--- src/pkg/ico_pkg.sv ---
// ****************************************************************
// Overlay register bank: shared constants and carriers
// ****************************************************************
package ico_pkg;

    // ************************************************************
    // Bus geometry
    // ************************************************************
    localparam int ICO_BUS_AW = 10;  // Byte address width
    localparam int ICO_BUS_DW = 32;  // Avalon data width
    localparam int ICO_REG_W = 8;    // Width of each register

    // ************************************************************
    // Register indices; byte address is four times the index
    // ************************************************************
    localparam logic [7:0] ICO_IDX_PNL_BLUE1 = 8'h7a;
    localparam logic [7:0] ICO_IDX_PNL_GREEN1 = 8'h7b;
    localparam logic [7:0] ICO_IDX_PNL_RED1 = 8'h7c;
    localparam logic [7:0] ICO_IDX_PNL_FIFO_THR = 8'h7e;
    localparam logic [7:0] ICO_IDX_TV_CTRL = 8'h80;
    localparam logic [7:0] ICO_IDX_TV_START = 8'h81;
    localparam logic [7:0] ICO_IDX_TV_X_LOW = 8'h82;
    localparam logic [7:0] ICO_IDX_TV_X_HIGH = 8'h83;

    // ************************************************************
    // Field layout of the upper horizontal byte
    // ************************************************************
    localparam int ICO_XHI_SIGN_BIT = 7;  // Sign flag, 1 = negative
    localparam int ICO_XHI_MSB_TOP = 1;   // Bits 1-0 carry bits 9-8

    // ************************************************************
    // Reset values
    // ************************************************************
    localparam logic [4:0] ICO_RST_BLUE1 = 5'h00;
    localparam logic [5:0] ICO_RST_GREEN1 = 6'h00;
    localparam logic [4:0] ICO_RST_RED1 = 5'h00;
    localparam logic [3:0] ICO_RST_FIFO_THR = 4'h0;
    localparam logic [1:0] ICO_RST_MODE = 2'h0;
    localparam logic [7:0] ICO_RST_START = 8'h00;
    localparam logic [7:0] ICO_RST_X_LOW = 8'h00;
    localparam logic [2:0] ICO_RST_X_HIGH = 3'h0;

    // ************************************************************
    // Start address encoding and position limits
    // ************************************************************
    localparam int ICO_START_ZERO_BYTES = 1024;  // Gap below top for code 0
    localparam int ICO_START_PAGE_BYTES = 8192;  // Step per nonzero code
    localparam logic [9:0] ICO_NEG_MAX = 10'h03f; // Largest negative magnitude

    // Overlay function select
    typedef enum logic [1:0] {
        ICO_MODE_OFF = 2'b00,
        ICO_MODE_CURSOR = 2'b01,
        ICO_MODE_INK = 2'b10,
        ICO_MODE_RSVD = 2'b11
    } ico_mode_t;

    // Flat-panel overlay settings as seen by the display pipe
    typedef struct packed {
        logic [4:0] blue1;
        logic [5:0] green1;
        logic [4:0] red1;
        logic [3:0] fifo_thr;
        logic thr_auto;
    } ico_panel_out_t;

    // CRT/TV overlay settings as seen by the display pipe
    typedef struct packed {
        ico_mode_t mode;
        logic cursor_en;
        logic ink_en;
        logic [7:0] start_code;
        logic x_neg;
        logic [9:0] x_mag;
    } ico_tv_out_t;

endpackage
--- src/design/ico_regs.sv ---
`timescale 1ns/1ps
// Notes on behaviour
// Mode 00 off, 01 cursor, 10 ink
// Software zeroes positions when ink selected
// Start code zero: top minus 1024 bytes
// Nonzero code n: top minus n times 8192
// Start address applies at next TV blank
// Software: code zero suits cursor use
// Software: ink image avoids dual-panel buffer
// Upper bit 7 is sign; negative capped 63
// Ten-bit column split over low/high bytes
// Horizontal position used only in cursor mode
// Threshold zero selects hardware automatic value
// Panel colour one held as 5/6/5
// Position waits for Y-high write, then blank
// Unused bits ignore writes, read zero
module ico_regs #(
    parameter int MEM_AW = 21,             // Display memory address width
    parameter logic [3:0] AUTO_THR = 4'h8  // Threshold used when field is 0
) (
    input wire logic MCLK,
    input wire logic RST,
    input wire logic [ico_pkg::ICO_BUS_AW-1:0] AVS_ADDRESS,
    input wire logic AVS_READ,
    input wire logic AVS_WRITE,
    input wire logic [ico_pkg::ICO_BUS_DW-1:0] AVS_WRITEDATA,
    input wire logic [3:0] AVS_BYTEENABLE,
    output logic [ico_pkg::ICO_BUS_DW-1:0] AVS_READDATA,
    output logic AVS_WAITREQUEST,
    input wire logic TV_VNDP,
    input wire logic TV_Y_HIGH_WR,
    output ico_pkg::ico_panel_out_t PANEL_OUT,
    output ico_pkg::ico_tv_out_t TV_OUT,
    output logic [MEM_AW-1:0] TV_OVL_ADDR,
    output logic TV_START_PENDING,
    output logic TV_X_PENDING
);
    import ico_pkg::*;

    // ************************************************************
    // Display memory geometry
    // ************************************************************
    // One bit wider than the address so the size itself fits
    localparam logic [MEM_AW:0] MEM_SIZE = (MEM_AW + 1)'(1) << MEM_AW;
    localparam logic [MEM_AW:0] ZERO_GAP = (MEM_AW + 1)'(ICO_START_ZERO_BYTES);
    localparam int PAGE_SHIFT = $clog2(ICO_START_PAGE_BYTES);

    // ************************************************************
    // Module state
    // ************************************************************
    typedef struct packed {
        logic ack;                  // Bus answer cycle in progress
        logic [7:0] rdata;          // Captured read byte
        logic [4:0] blue1;          // Panel colour 1, blue
        logic [5:0] green1;         // Panel colour 1, green
        logic [4:0] red1;           // Panel colour 1, red
        logic [3:0] fifo_thr;       // Panel FIFO high threshold
        logic [1:0] mode;           // TV overlay function select
        logic [7:0] start_sw;       // TV start code as last written
        logic [7:0] x_low;          // TV column bits 7-0 as written
        logic x_sign;               // TV column sign as written
        logic [1:0] x_msb;          // TV column bits 9-8 as written
        logic vndp_prev;            // Blank level one cycle ago
        ico_panel_out_t panel;      // Registered panel outputs
        ico_tv_out_t tv;            // Registered TV outputs
        logic [MEM_AW-1:0] ovl_addr; // Registered overlay image base
    } ico_state_t;

    ico_state_t st_q;   // Registered state
    ico_state_t st_d;   // Next state
    ico_state_t st_rst; // Reset image of the state

    // ************************************************************
    // Bus decode
    // ************************************************************
    logic bus_req;        // Read or write requested
    logic bus_aligned;    // Word aligned byte address
    logic [7:0] bus_idx;  // Register index from the address
    logic bus_commit;     // Cycle in which waitrequest is low
    logic wr_en;          // Write takes effect this edge
    logic [7:0] wr_byte;  // Byte lane 0 of the write data
    logic start_arm;      // Write to the start register
    logic apply;          // Onset of a TV vertical blank
    logic [7:0] start_act; // Start code now in force
    logic [10:0] x_act;   // Sign and column now in force
    logic [10:0] x_live;  // Sign and column as written

    // Requests and the one-wait-state answer
    always_comb begin
        bus_req = AVS_READ | AVS_WRITE;
        bus_aligned = (AVS_ADDRESS[1:0] == 2'b00);
        bus_idx = AVS_ADDRESS[ICO_BUS_AW-1:2];
        bus_commit = bus_req & st_q.ack;
        // Only lane 0 carries register data; other lanes are ignored
        wr_en = bus_commit & AVS_WRITE & AVS_BYTEENABLE[0] & bus_aligned;
        wr_byte = AVS_WRITEDATA[7:0];
    end

    // First request cycle always waits, so read data are registered
    assign AVS_WAITREQUEST = bus_req & ~st_q.ack;
    assign AVS_READDATA = {{(ICO_BUS_DW - ICO_REG_W){1'b0}}, st_q.rdata};

    // start arms on write
    assign start_arm = wr_en & (bus_idx == ICO_IDX_TV_START);

    // A blank is taken at its onset, so a write made inside one
    // waits for the following blank rather than landing mid-period
    assign apply = TV_VNDP & ~st_q.vndp_prev;

    assign x_live = {st_q.x_sign, st_q.x_msb, st_q.x_low};

    // ************************************************************
    // Deferred values
    // ************************************************************
    // start at next blank
    ico_shadow #(
        .W(8),
        .RST_VAL(ICO_RST_START)
    ) u_start (
        .clk(MCLK),
        .rst(RST),
        .din(st_q.start_sw),
        .arm(start_arm),
        .apply(apply),
        .q(start_act),
        .pending(TV_START_PENDING)
    );

    // position waits for Y-high
    ico_shadow #(
        .W(11),
        .RST_VAL({ICO_RST_X_HIGH, ICO_RST_X_LOW})
    ) u_xpos (
        .clk(MCLK),
        .rst(RST),
        .din(x_live),
        .arm(TV_Y_HIGH_WR),
        .apply(apply),
        .q(x_act),
        .pending(TV_X_PENDING)
    );

    // ************************************************************
    // Read multiplexer
    // ************************************************************
    // unused bits read zero
    function automatic logic [7:0] rd_mux(input logic [7:0] idx, input ico_state_t s);
        logic [7:0] v;
        v = 8'h00;
        case (idx)
            ICO_IDX_PNL_BLUE1: begin
                v = {3'h0, s.blue1};
            end
            ICO_IDX_PNL_GREEN1: begin
                v = {2'h0, s.green1};
            end
            ICO_IDX_PNL_RED1: begin
                v = {3'h0, s.red1};
            end
            ICO_IDX_PNL_FIFO_THR: begin
                v = {4'h0, s.fifo_thr};
            end
            ICO_IDX_TV_CTRL: begin
                v = {6'h00, s.mode};
            end
            ICO_IDX_TV_START: begin
                v = s.start_sw;
            end
            ICO_IDX_TV_X_LOW: begin
                v = s.x_low;
            end
            ICO_IDX_TV_X_HIGH: begin
                v = {s.x_sign, 5'h00, s.x_msb};
            end
            // Unmapped index reads zero
            default: begin
                v = 8'h00;
            end
        endcase
        return v;
    endfunction

    // ************************************************************
    // Overlay image base
    // ************************************************************
    // Start address decode from the code in force
    function automatic logic [MEM_AW-1:0] base_of(input logic [7:0] code);
        logic [MEM_AW:0] b;
        b = MEM_SIZE - ZERO_GAP;
        if (code == 8'h00) begin
            // code zero gap
            b = MEM_SIZE - ZERO_GAP;
        end else begin
            // pages below top
            b = MEM_SIZE - ((MEM_AW + 1)'(code) << PAGE_SHIFT);
        end
        return b[MEM_AW-1:0];
    endfunction

    // ************************************************************
    // Reset image
    // ************************************************************
    always_comb begin
        st_rst = '0;
        st_rst.blue1 = ICO_RST_BLUE1;
        st_rst.green1 = ICO_RST_GREEN1;
        st_rst.red1 = ICO_RST_RED1;
        st_rst.fifo_thr = ICO_RST_FIFO_THR;
        st_rst.mode = ICO_RST_MODE;
        st_rst.start_sw = ICO_RST_START;
        st_rst.x_low = ICO_RST_X_LOW;
        {st_rst.x_sign, st_rst.x_msb} = ICO_RST_X_HIGH;
        st_rst.panel.fifo_thr = AUTO_THR;
        st_rst.panel.thr_auto = 1'b1;
        st_rst.tv.mode = ICO_MODE_OFF;
        st_rst.ovl_addr = base_of(ICO_RST_START);
    end

    // ************************************************************
    // Next-state logic
    // ************************************************************
    always_comb begin
        st_d = st_q;
        st_d.vndp_prev = TV_VNDP;

        // Bus answer: one wait cycle, then release
        st_d.ack = bus_req & ~st_q.ack;

        // Read byte is captured while the master still waits
        if (bus_req && !st_q.ack && AVS_READ) begin
            if (bus_aligned) begin
                st_d.rdata = rd_mux(bus_idx, st_q);
            end else begin
                st_d.rdata = 8'h00;
            end
        end

        // Register writes; masks drop the unused bit positions
        if (wr_en) begin
            case (bus_idx)
                // colour 5/6/5 fields
                ICO_IDX_PNL_BLUE1: begin
                    st_d.blue1 = wr_byte[4:0];
                end
                ICO_IDX_PNL_GREEN1: begin
                    st_d.green1 = wr_byte[5:0];
                end
                ICO_IDX_PNL_RED1: begin
                    st_d.red1 = wr_byte[4:0];
                end
                ICO_IDX_PNL_FIFO_THR: begin
                    st_d.fifo_thr = wr_byte[3:0];
                end
                ICO_IDX_TV_CTRL: begin
                    st_d.mode = wr_byte[1:0];
                end
                ICO_IDX_TV_START: begin
                    st_d.start_sw = wr_byte;
                end
                // column split storage
                ICO_IDX_TV_X_LOW: begin
                    st_d.x_low = wr_byte;
                end
                ICO_IDX_TV_X_HIGH: begin
                    st_d.x_sign = wr_byte[ICO_XHI_SIGN_BIT];
                    st_d.x_msb = wr_byte[ICO_XHI_MSB_TOP:0];
                end
                // Unmapped index: write is answered and dropped
                default: begin
                    st_d.mode = st_q.mode;
                end
            endcase
        end

        // Panel outputs follow the registers directly
        st_d.panel.blue1 = st_q.blue1;
        st_d.panel.green1 = st_q.green1;
        st_d.panel.red1 = st_q.red1;
        // zero means automatic
        if (st_q.fifo_thr == 4'h0) begin
            st_d.panel.fifo_thr = AUTO_THR;
            st_d.panel.thr_auto = 1'b1;
        end else begin
            st_d.panel.fifo_thr = st_q.fifo_thr;
            st_d.panel.thr_auto = 1'b0;
        end

        // mode select decode
        case (st_q.mode)
            ICO_MODE_CURSOR: begin
                st_d.tv.mode = ICO_MODE_CURSOR;
                st_d.tv.cursor_en = 1'b1;
                st_d.tv.ink_en = 1'b0;
            end
            ICO_MODE_INK: begin
                st_d.tv.mode = ICO_MODE_INK;
                st_d.tv.cursor_en = 1'b0;
                st_d.tv.ink_en = 1'b1;
            end
            // Reserved code is held off rather than guessed at
            default: begin
                st_d.tv.mode = ICO_MODE_OFF;
                st_d.tv.cursor_en = 1'b0;
                st_d.tv.ink_en = 1'b0;
            end
        endcase

        // Image base from the start code in force
        st_d.tv.start_code = start_act;
        st_d.ovl_addr = base_of(start_act);

        // position in cursor only
        if (st_q.mode == ICO_MODE_CURSOR) begin
            st_d.tv.x_neg = x_act[10];
            // negative magnitude capped
            if (x_act[10] && (x_act[9:0] > ICO_NEG_MAX)) begin
                st_d.tv.x_mag = ICO_NEG_MAX;
            end else begin
                st_d.tv.x_mag = x_act[9:0];
            end
        end else begin
            st_d.tv.x_neg = 1'b0;
            st_d.tv.x_mag = 10'h000;
        end
    end

    // ************************************************************
    // State register
    // ************************************************************
    always_ff @(posedge MCLK) begin
        if (RST) begin
            st_q <= st_rst;
        end else begin
            st_q <= st_d;
        end
    end

    // Outputs come straight from the state flops
    assign PANEL_OUT = st_q.panel;
    assign TV_OUT = st_q.tv;
    assign TV_OVL_ADDR = st_q.ovl_addr;

endmodule

--- src/design/ico_shadow.sv ---
`timescale 1ns/1ps
// ****************************************************************
// Pending/active pair: armed by an event, loaded at the next apply
// ****************************************************************
module ico_shadow #(
    parameter int W = 8,
    parameter logic [W-1:0] RST_VAL = '0
) (
    input wire logic clk,
    input wire logic rst,
    input wire logic [W-1:0] din,
    input wire logic arm,
    input wire logic apply,
    output logic [W-1:0] q,
    output logic pending
);
    import ico_pkg::*;

    // Whole state of this module
    typedef struct packed {
        logic pend;
        logic [W-1:0] val;
    } ico_shd_t;

    ico_shd_t s_q;  // Registered state
    ico_shd_t s_d;  // Next state

    // An apply while pending copies the live value; an arm in the same cycle stays
    // pending, so a late write is never swallowed by this period
    always_comb begin
        s_d = s_q;
        if (apply && s_q.pend) begin
            s_d.val = din;
            s_d.pend = 1'b0;
        end
        if (arm) begin
            s_d.pend = 1'b1;
        end
    end

    // State register
    always_ff @(posedge clk) begin
        if (rst) begin
            s_q <= {1'b0, RST_VAL};
        end else begin
            s_q <= s_d;
        end
    end

    assign q = s_q.val;
    assign pending = s_q.pend;

endmodule

--- config.mk ---
export PLATFORM = sky130hd
export DESIGN_NAME = ico_regs
export DESIGN_NICKNAME = d
export VERILOG_FILES = /design/src/pkg/ico_pkg.sv /design/src/design/ico_regs.sv /design/src/design/ico_shadow.sv
export SDC_FILE = /design/constraint.sdc
export NUM_CORES = 1
export LEC_CHECK = 0
export ABC_AREA = 1
export BUFFER_PORTS_ARGS = -buffer_cell sky130_fd_sc_hd__buf_2
export CORE_MARGIN = 2
export CORE_UTILIZATION = 45
export DETAILED_ROUTE_END_ITERATION = 12
export MAX_ROUTING_LAYER = met4
export PLACE_DENSITY = 0.78
export SETUP_SLACK_MARGIN = 0.05
export SYNTH_ARGS = -nofsm -noshare
export SYNTH_HDL_FRONTEND = slang
export SYNTH_HIERARCHICAL = 1
export SYNTH_SLANG_ARGS = --single-unit
--- constraint.sdc ---
create_clock -name MCLK -period 2.3 [get_ports MCLK]
set_input_delay 0.345 -clock MCLK [delete_from_list [all_inputs] [get_ports MCLK]]
set_output_delay 0.345 -clock MCLK [all_outputs]
set_load 0.005 [all_outputs]
; After elaboration in Yosys (flattened, before gate mapping)
; Cells that the tools add are included.
[word_totals]
regBits = 137
latchBits = 0
mem_bits_rw = 0
rom_bits = 0
out_inout_bits = 100
mem_count = 0
[op_classes]
add_sub_neg = 1
mul = 0
div_mod_pow = 0
n_lt_le_gt_ge = 1
n_eq_ne = 10
n_shift = 0
muxes = 9
n_bitwise = 11
reduce_logical = 23
[op_table]
columns = cell, count
row1 = one-hot mux 8 bit (8 select lines), 1
row2 = == test 8 x 7 -> 1 bit (second input constant), 4
row3 = == test 8 bit (second input constant), 4
row4 = subtractor 1 x 21 -> 21 bit (first input constant), 1
row5 = AND reduction 2 bit, 8
row6 = two-way mux 12 bit, 1
row7 = greater-than comparator 10 x 6 -> 1 bit (second input constant), 1
row8 = two-way mux 9 bit, 1
row9 = logical NOT 8 bit, 1
row10 = two-way mux 8 bit, 1
row11 = one-hot mux 4 bit (2 select lines), 1
row12 = bitwise AND 1 bit, 7
row13 = two-way mux 6 bit, 1
row14 = OR reduction 2 bit, 3
row15 = logical AND 1 bit, 5
row16 = logical NOT 4 bit, 1
row17 = nonzero test 2 bit, 2
row18 = two-way mux 1 bit, 3
row19 = inverter 1 bit, 3
row20 = OR reduction 3 bit, 1
row21 = == test 2 x 1 -> 1 bit (second input constant), 1
row22 = == test 2 bit (second input constant), 1
row23 = logical NOT 2 bit, 1
row24 = logical NOT 1 bit, 1
row25 = OR 1 bit, 1

; Logic depth before layout (Yosys ltp)
[depth]
depth_word = 7
depth_mapped = 10
mapped_depth_nobuf = 9

; Hierarchy
; The synthesis kept the hierarchy.
[by_module_without_submodules]
columns = module, instances, cells_per_inst, area_per_inst_um2, seq_area_each_um2
row1 = ico_regs, 1, 590, 4674.5, 2042.0
row2 = ico_shadow at u_xpos, 1, 75, 493.0, 240.2
row3 = ico_shadow at u_start, 1, 55, 369.1, 180.2

; Worst setup path after synthesis
; Ideal clock, no wire load.
[synth_path]
kind = reg-to-reg
startpoint = register u_start.s_q, in the netlist u_start/q[0]
endpoint = register st_q, in the netlist TV_OVL_ADDR[14]
setup_time_ns = 0.056
arrival_ns = 1.387
required_ns = 2.244
setup_slack_ns = 0.858
path_stages_with_launch = 8
path_buffers = 0
period_less_slack_ns = 1.442
cell_sequence = dfxtp_1 -> inv_1 -> ha_1 -> nand3_1 -> nor3_1 -> a31oi_4 -> inv_1 -> or2_2
[synth_via]
elab_chain_len = 2
elab_cells_between_ends = 3
[synth_rtl]
columns = item, line_no
row1 = from (decl), ico_shadow.sv:25  ; ico_shd_t s_q;
row2 = from (signal assigned), ico_shadow.sv:44  ; s_q <= {1'b0, RST_VAL};
row3 = branches (longest 2 deep; another with subtractor 1 x 21 -> 21 bit), --
row4 = to (signal assigned), ico_regs.sv:332  ; st_q <= st_rst;
row5 = to (signal assigned), ico_regs.sv:334  ; st_q <= st_d;
row6 = to (decl), ico_regs.sv:69  ; ico_state_t st_q;
; Several ways; the timed one is not identified.
; A chain may end at the register's enable or synchronous reset.

; Final worst setup path
; Ends and elaborated chain as after synthesis.

==> reports/results.ini <==
[outcome]
status=complete, no violations

[route]
drt_iter0_drc=341
ant_nets=0
num_vias=4168
wirelength_um=11300
firstDrtPassIters=7
avgViaCountPerCell=4.57
drcViolationCount=0
wl_per_cell_um=12.3

[clock_tree]
htreeDepth=4
cts_buffers=17
clock_latency_ps=410
cts_setup_buffers=0
path_clk_slew_ps=60
clock_sinks=123
cts_root_buffer=clkbuf_16
holdBufCountCts=0
cts.repair.resized=0
clockBufferDepth=2
cts_tree=built

[timing]
period_share=0.708
layout_setup_ws_ps=672
slew_headroom=0.641
hold_violations=0
rsz0062_at_grt=no
finalSetupViolations=0
fmax_mhz=614
final.setup_skew_ps=8.48
worst_pin_slew_ps=538
hold_slack_ps=152
fin_tns_setup_ps=0
period_needed_ps=1630
slew_violations=0

[setup_path]
critPathLaunch=u_start/q[0]$_SDFFE_PP0P_
crit_chain=inv_1 -> ha_1 -> nand3_1 -> nor3_1 -> a31oi_4 -> inv_1 -> or2_2
end_kind=flip-flop
cp_max_fo=8
crit_path_start_kind=flip-flop
required_ps=2660
crit_top_cell=inv_1
r2r-start=u_start/q[0]$_SDFFE_PP0P_
critical_path_class=reg -> reg
cp_slowest_stage_delay_ps=380
critical_path_arrival_ps=1980
slowest_stage=nor3_1

[die]
dieArea_sq_um=13200
die_y_um=115
die_x_um=115
ios=152
initial_utilization=0.461
core-area_sq_um=12000
row_count=40

[placement]
dp.cells=880
place_ws_ps=505
numPortBuffers=90
gp_congestion=0.882
dp_hpwl_um=8000

[yosys]
ys_seq_area_frac=0.445
syn_area_sq_um=5540
synth-seq-cells=123
synth.avg_cell_area_sq_um=7.69
synth_cells=720
yosys_warnings=6
yosysUniqueCellTypes=32

[global_route]
grt-ovfl-total=0
track_usage=0.183
grt_pass1_vias=3729
antenna_found_initial=0
grt_max_degree=33
grt_pass1_wl_um=18300

[pwr]
vdd_drop_max_mv=0.493
p_leak_nw=2.88
p_per_area_nw_per_um2=822
totalPowerFinal_mw=5.04

[finish]
syn2layout_area_growth_pct=10.7
n_antenna_cell=0
nets=807
fin_cells=912
drive_gt1_frac=0.207

[hold_path]
holdCritPathClass=in -> reg
holdCritStartpoint=TV_VNDP

[job]
maxCapViolations=0

## Yosys cell counts
cell,count,area [sq um]
o31ai_1,1,7.51
buf_2,4,20.0
nand3_2,3,30.0
buf_6,2,22.5
ha_1,3,37.5
o21ai_1,8,40.0
o21ai_0,35,175
nor3_1,2,10.0
o41ai_4,1,27.5
nand3_1,46,230
nor2_1,95,357
nand2_1,97,364
nand2_2,8,50.1
a31oi_1,2,12.5
nand4_1,1,6.26
conb_1,1,3.75
clkbuf_1,4,15.0
buf_1,3,11.3
a21oi_1,57,285
o211ai_1,1,7.51
buf_4,103,773
inv_2,2,7.51
a31oi_4,1,21.3
nand4_4,1,21.3
inv_1,96,360
or2_2,2,12.5
xor2_1,3,26.3
nor3b_1,1,7.51
dfxtp_1,123,2460
nor2_2,7,43.8
nor2_4,6,67.6
nor2_8,1,20.0
## power by group
group	leakage, nW	internal, mW	switching (mW)
Combinational	1.60	0.0557	0.136
Clock	0.285	1.75	0.932
Sequential	0.993	2.15	0.0120
Total	2.88	3.96	1.08
## path summary, 6_finish.rpt
| check | to | slack [ps] | cells past startpoint |
|---|---|---|---|
| worst max-delay path | TV_OVL_ADDR[14]$_SDFF_PP1_ | 670 | 7 |
| worst min-delay path | st_q[65]$_SDFF_PP0_ | 150 | 3 |
| worst max register to register | TV_OVL_ADDR[14]$_SDFF_PP1_ | 670 | 7 |
| worst min register to register | PANEL_OUT[10]$_SDFF_PP0_ | 440 | 2 |
## sequential cells by signal (all words and copies together), names as in the netlist
signal and flops:
TV_OUT 21, u_xpos/q 11, st_q 27, u_start/pending 1
PANEL_OUT 21, AVS_READDATA 8, TV_OVL_ADDR 9, u_xpos/pending 1
st_d 16, u_start/q 8
## per-layer routing
metal / vias up / share of wire / track usage
li1: 2171 / - / -
met1: 1834 / 0.44 / 0.225
met2: 135 / 0.48 / 0.281
met3: 28 / 0.058 / 0.0517
met4: 0 / 0.026 / 0.0771
met5: - / 0 / -
## per-stage QoR
step,cell area (sq um),util
2_1_floorplan,5660,-
3_3_place_gp,5520,0.460
3_5_place_dp,5520,0.460
4_1_cts,6130,0.510
5_1_grt,6130,0.510
6_report,6130,0.510
## placed cells by master, fill, tap and decap left out, types with 2 or more instances in the layout
cell type / synthesis / layout
dfxtp_1: 123 / 123
nand2_1: 97 / 97
inv_1: 96 / 96
nor2_1: 95 / 95
buf_2: 4 / 90
a21oi_1: 57 / 57
nand3_1: 46 / 46
o21ai_0: 35 / 35
conb_1: 1 / 34
clkbuf_16: 0 / 17
nand2_2: 8 / 8
o21ai_1: 8 / 8
nor2_2: 7 / 7
nor2_4: 6 / 6
clkinvlp_4: 0 / 4
buf_4: 103 / 4
nand3_2: 3 / 3
xor2_1: 3 / 3
ha_1: 3 / 3
clkinv_2: 0 / 3
bufinv_16: 0 / 3
inv_2: 2 / 2
nor3_1: 2 / 2
a31oi_1: 2 / 2
or2_2: 2 / 2
clkbuf_1: 4 / 2
clkbuf_8: 0 / 2
buf_12: 0 / 2
## cells by family (layout without fill, tap and decap cells)
family / Yosys count / count (layout) / synth area share
AND/OR/NAND/NOR: 270 / 270 / 0.220
buffers and inverters: 214 / 226 / 0.219
flip-flops: 123 / 123 / 0.445
AO/OA/AOI/OAI: 106 / 106 / 0.104
adder cells (fa/ha/maj): 3 / 3 / 0.00678
XOR/XNOR: 3 / 3 / 0.00475
other: 1 / 34 / 0.000677
## worst max-delay path: cells and delay by family (launching register included)
| kind | cells | cell delay (ps) |
|---|---|---|
| AOI/OAI and AO/OA | 1 | 220 |
| adders and majority gates | 1 | 200 |
| buffers and inverters | 2 | 240 |
| DFF | 1 | 310 |
| and+or+nand+nor | 3 | 610 |
## cell type report
cell class	instances	area [sq um]
fillers	1166	5880
flip-flops and latches	123	2460
multi-input cells	416	1990
repair buffers	96	520
clock buffers	21	460
inverters	98	368
well taps	147	184
clock inverters	11	144
No activity file was read; power rests on OpenSTA's default activity.
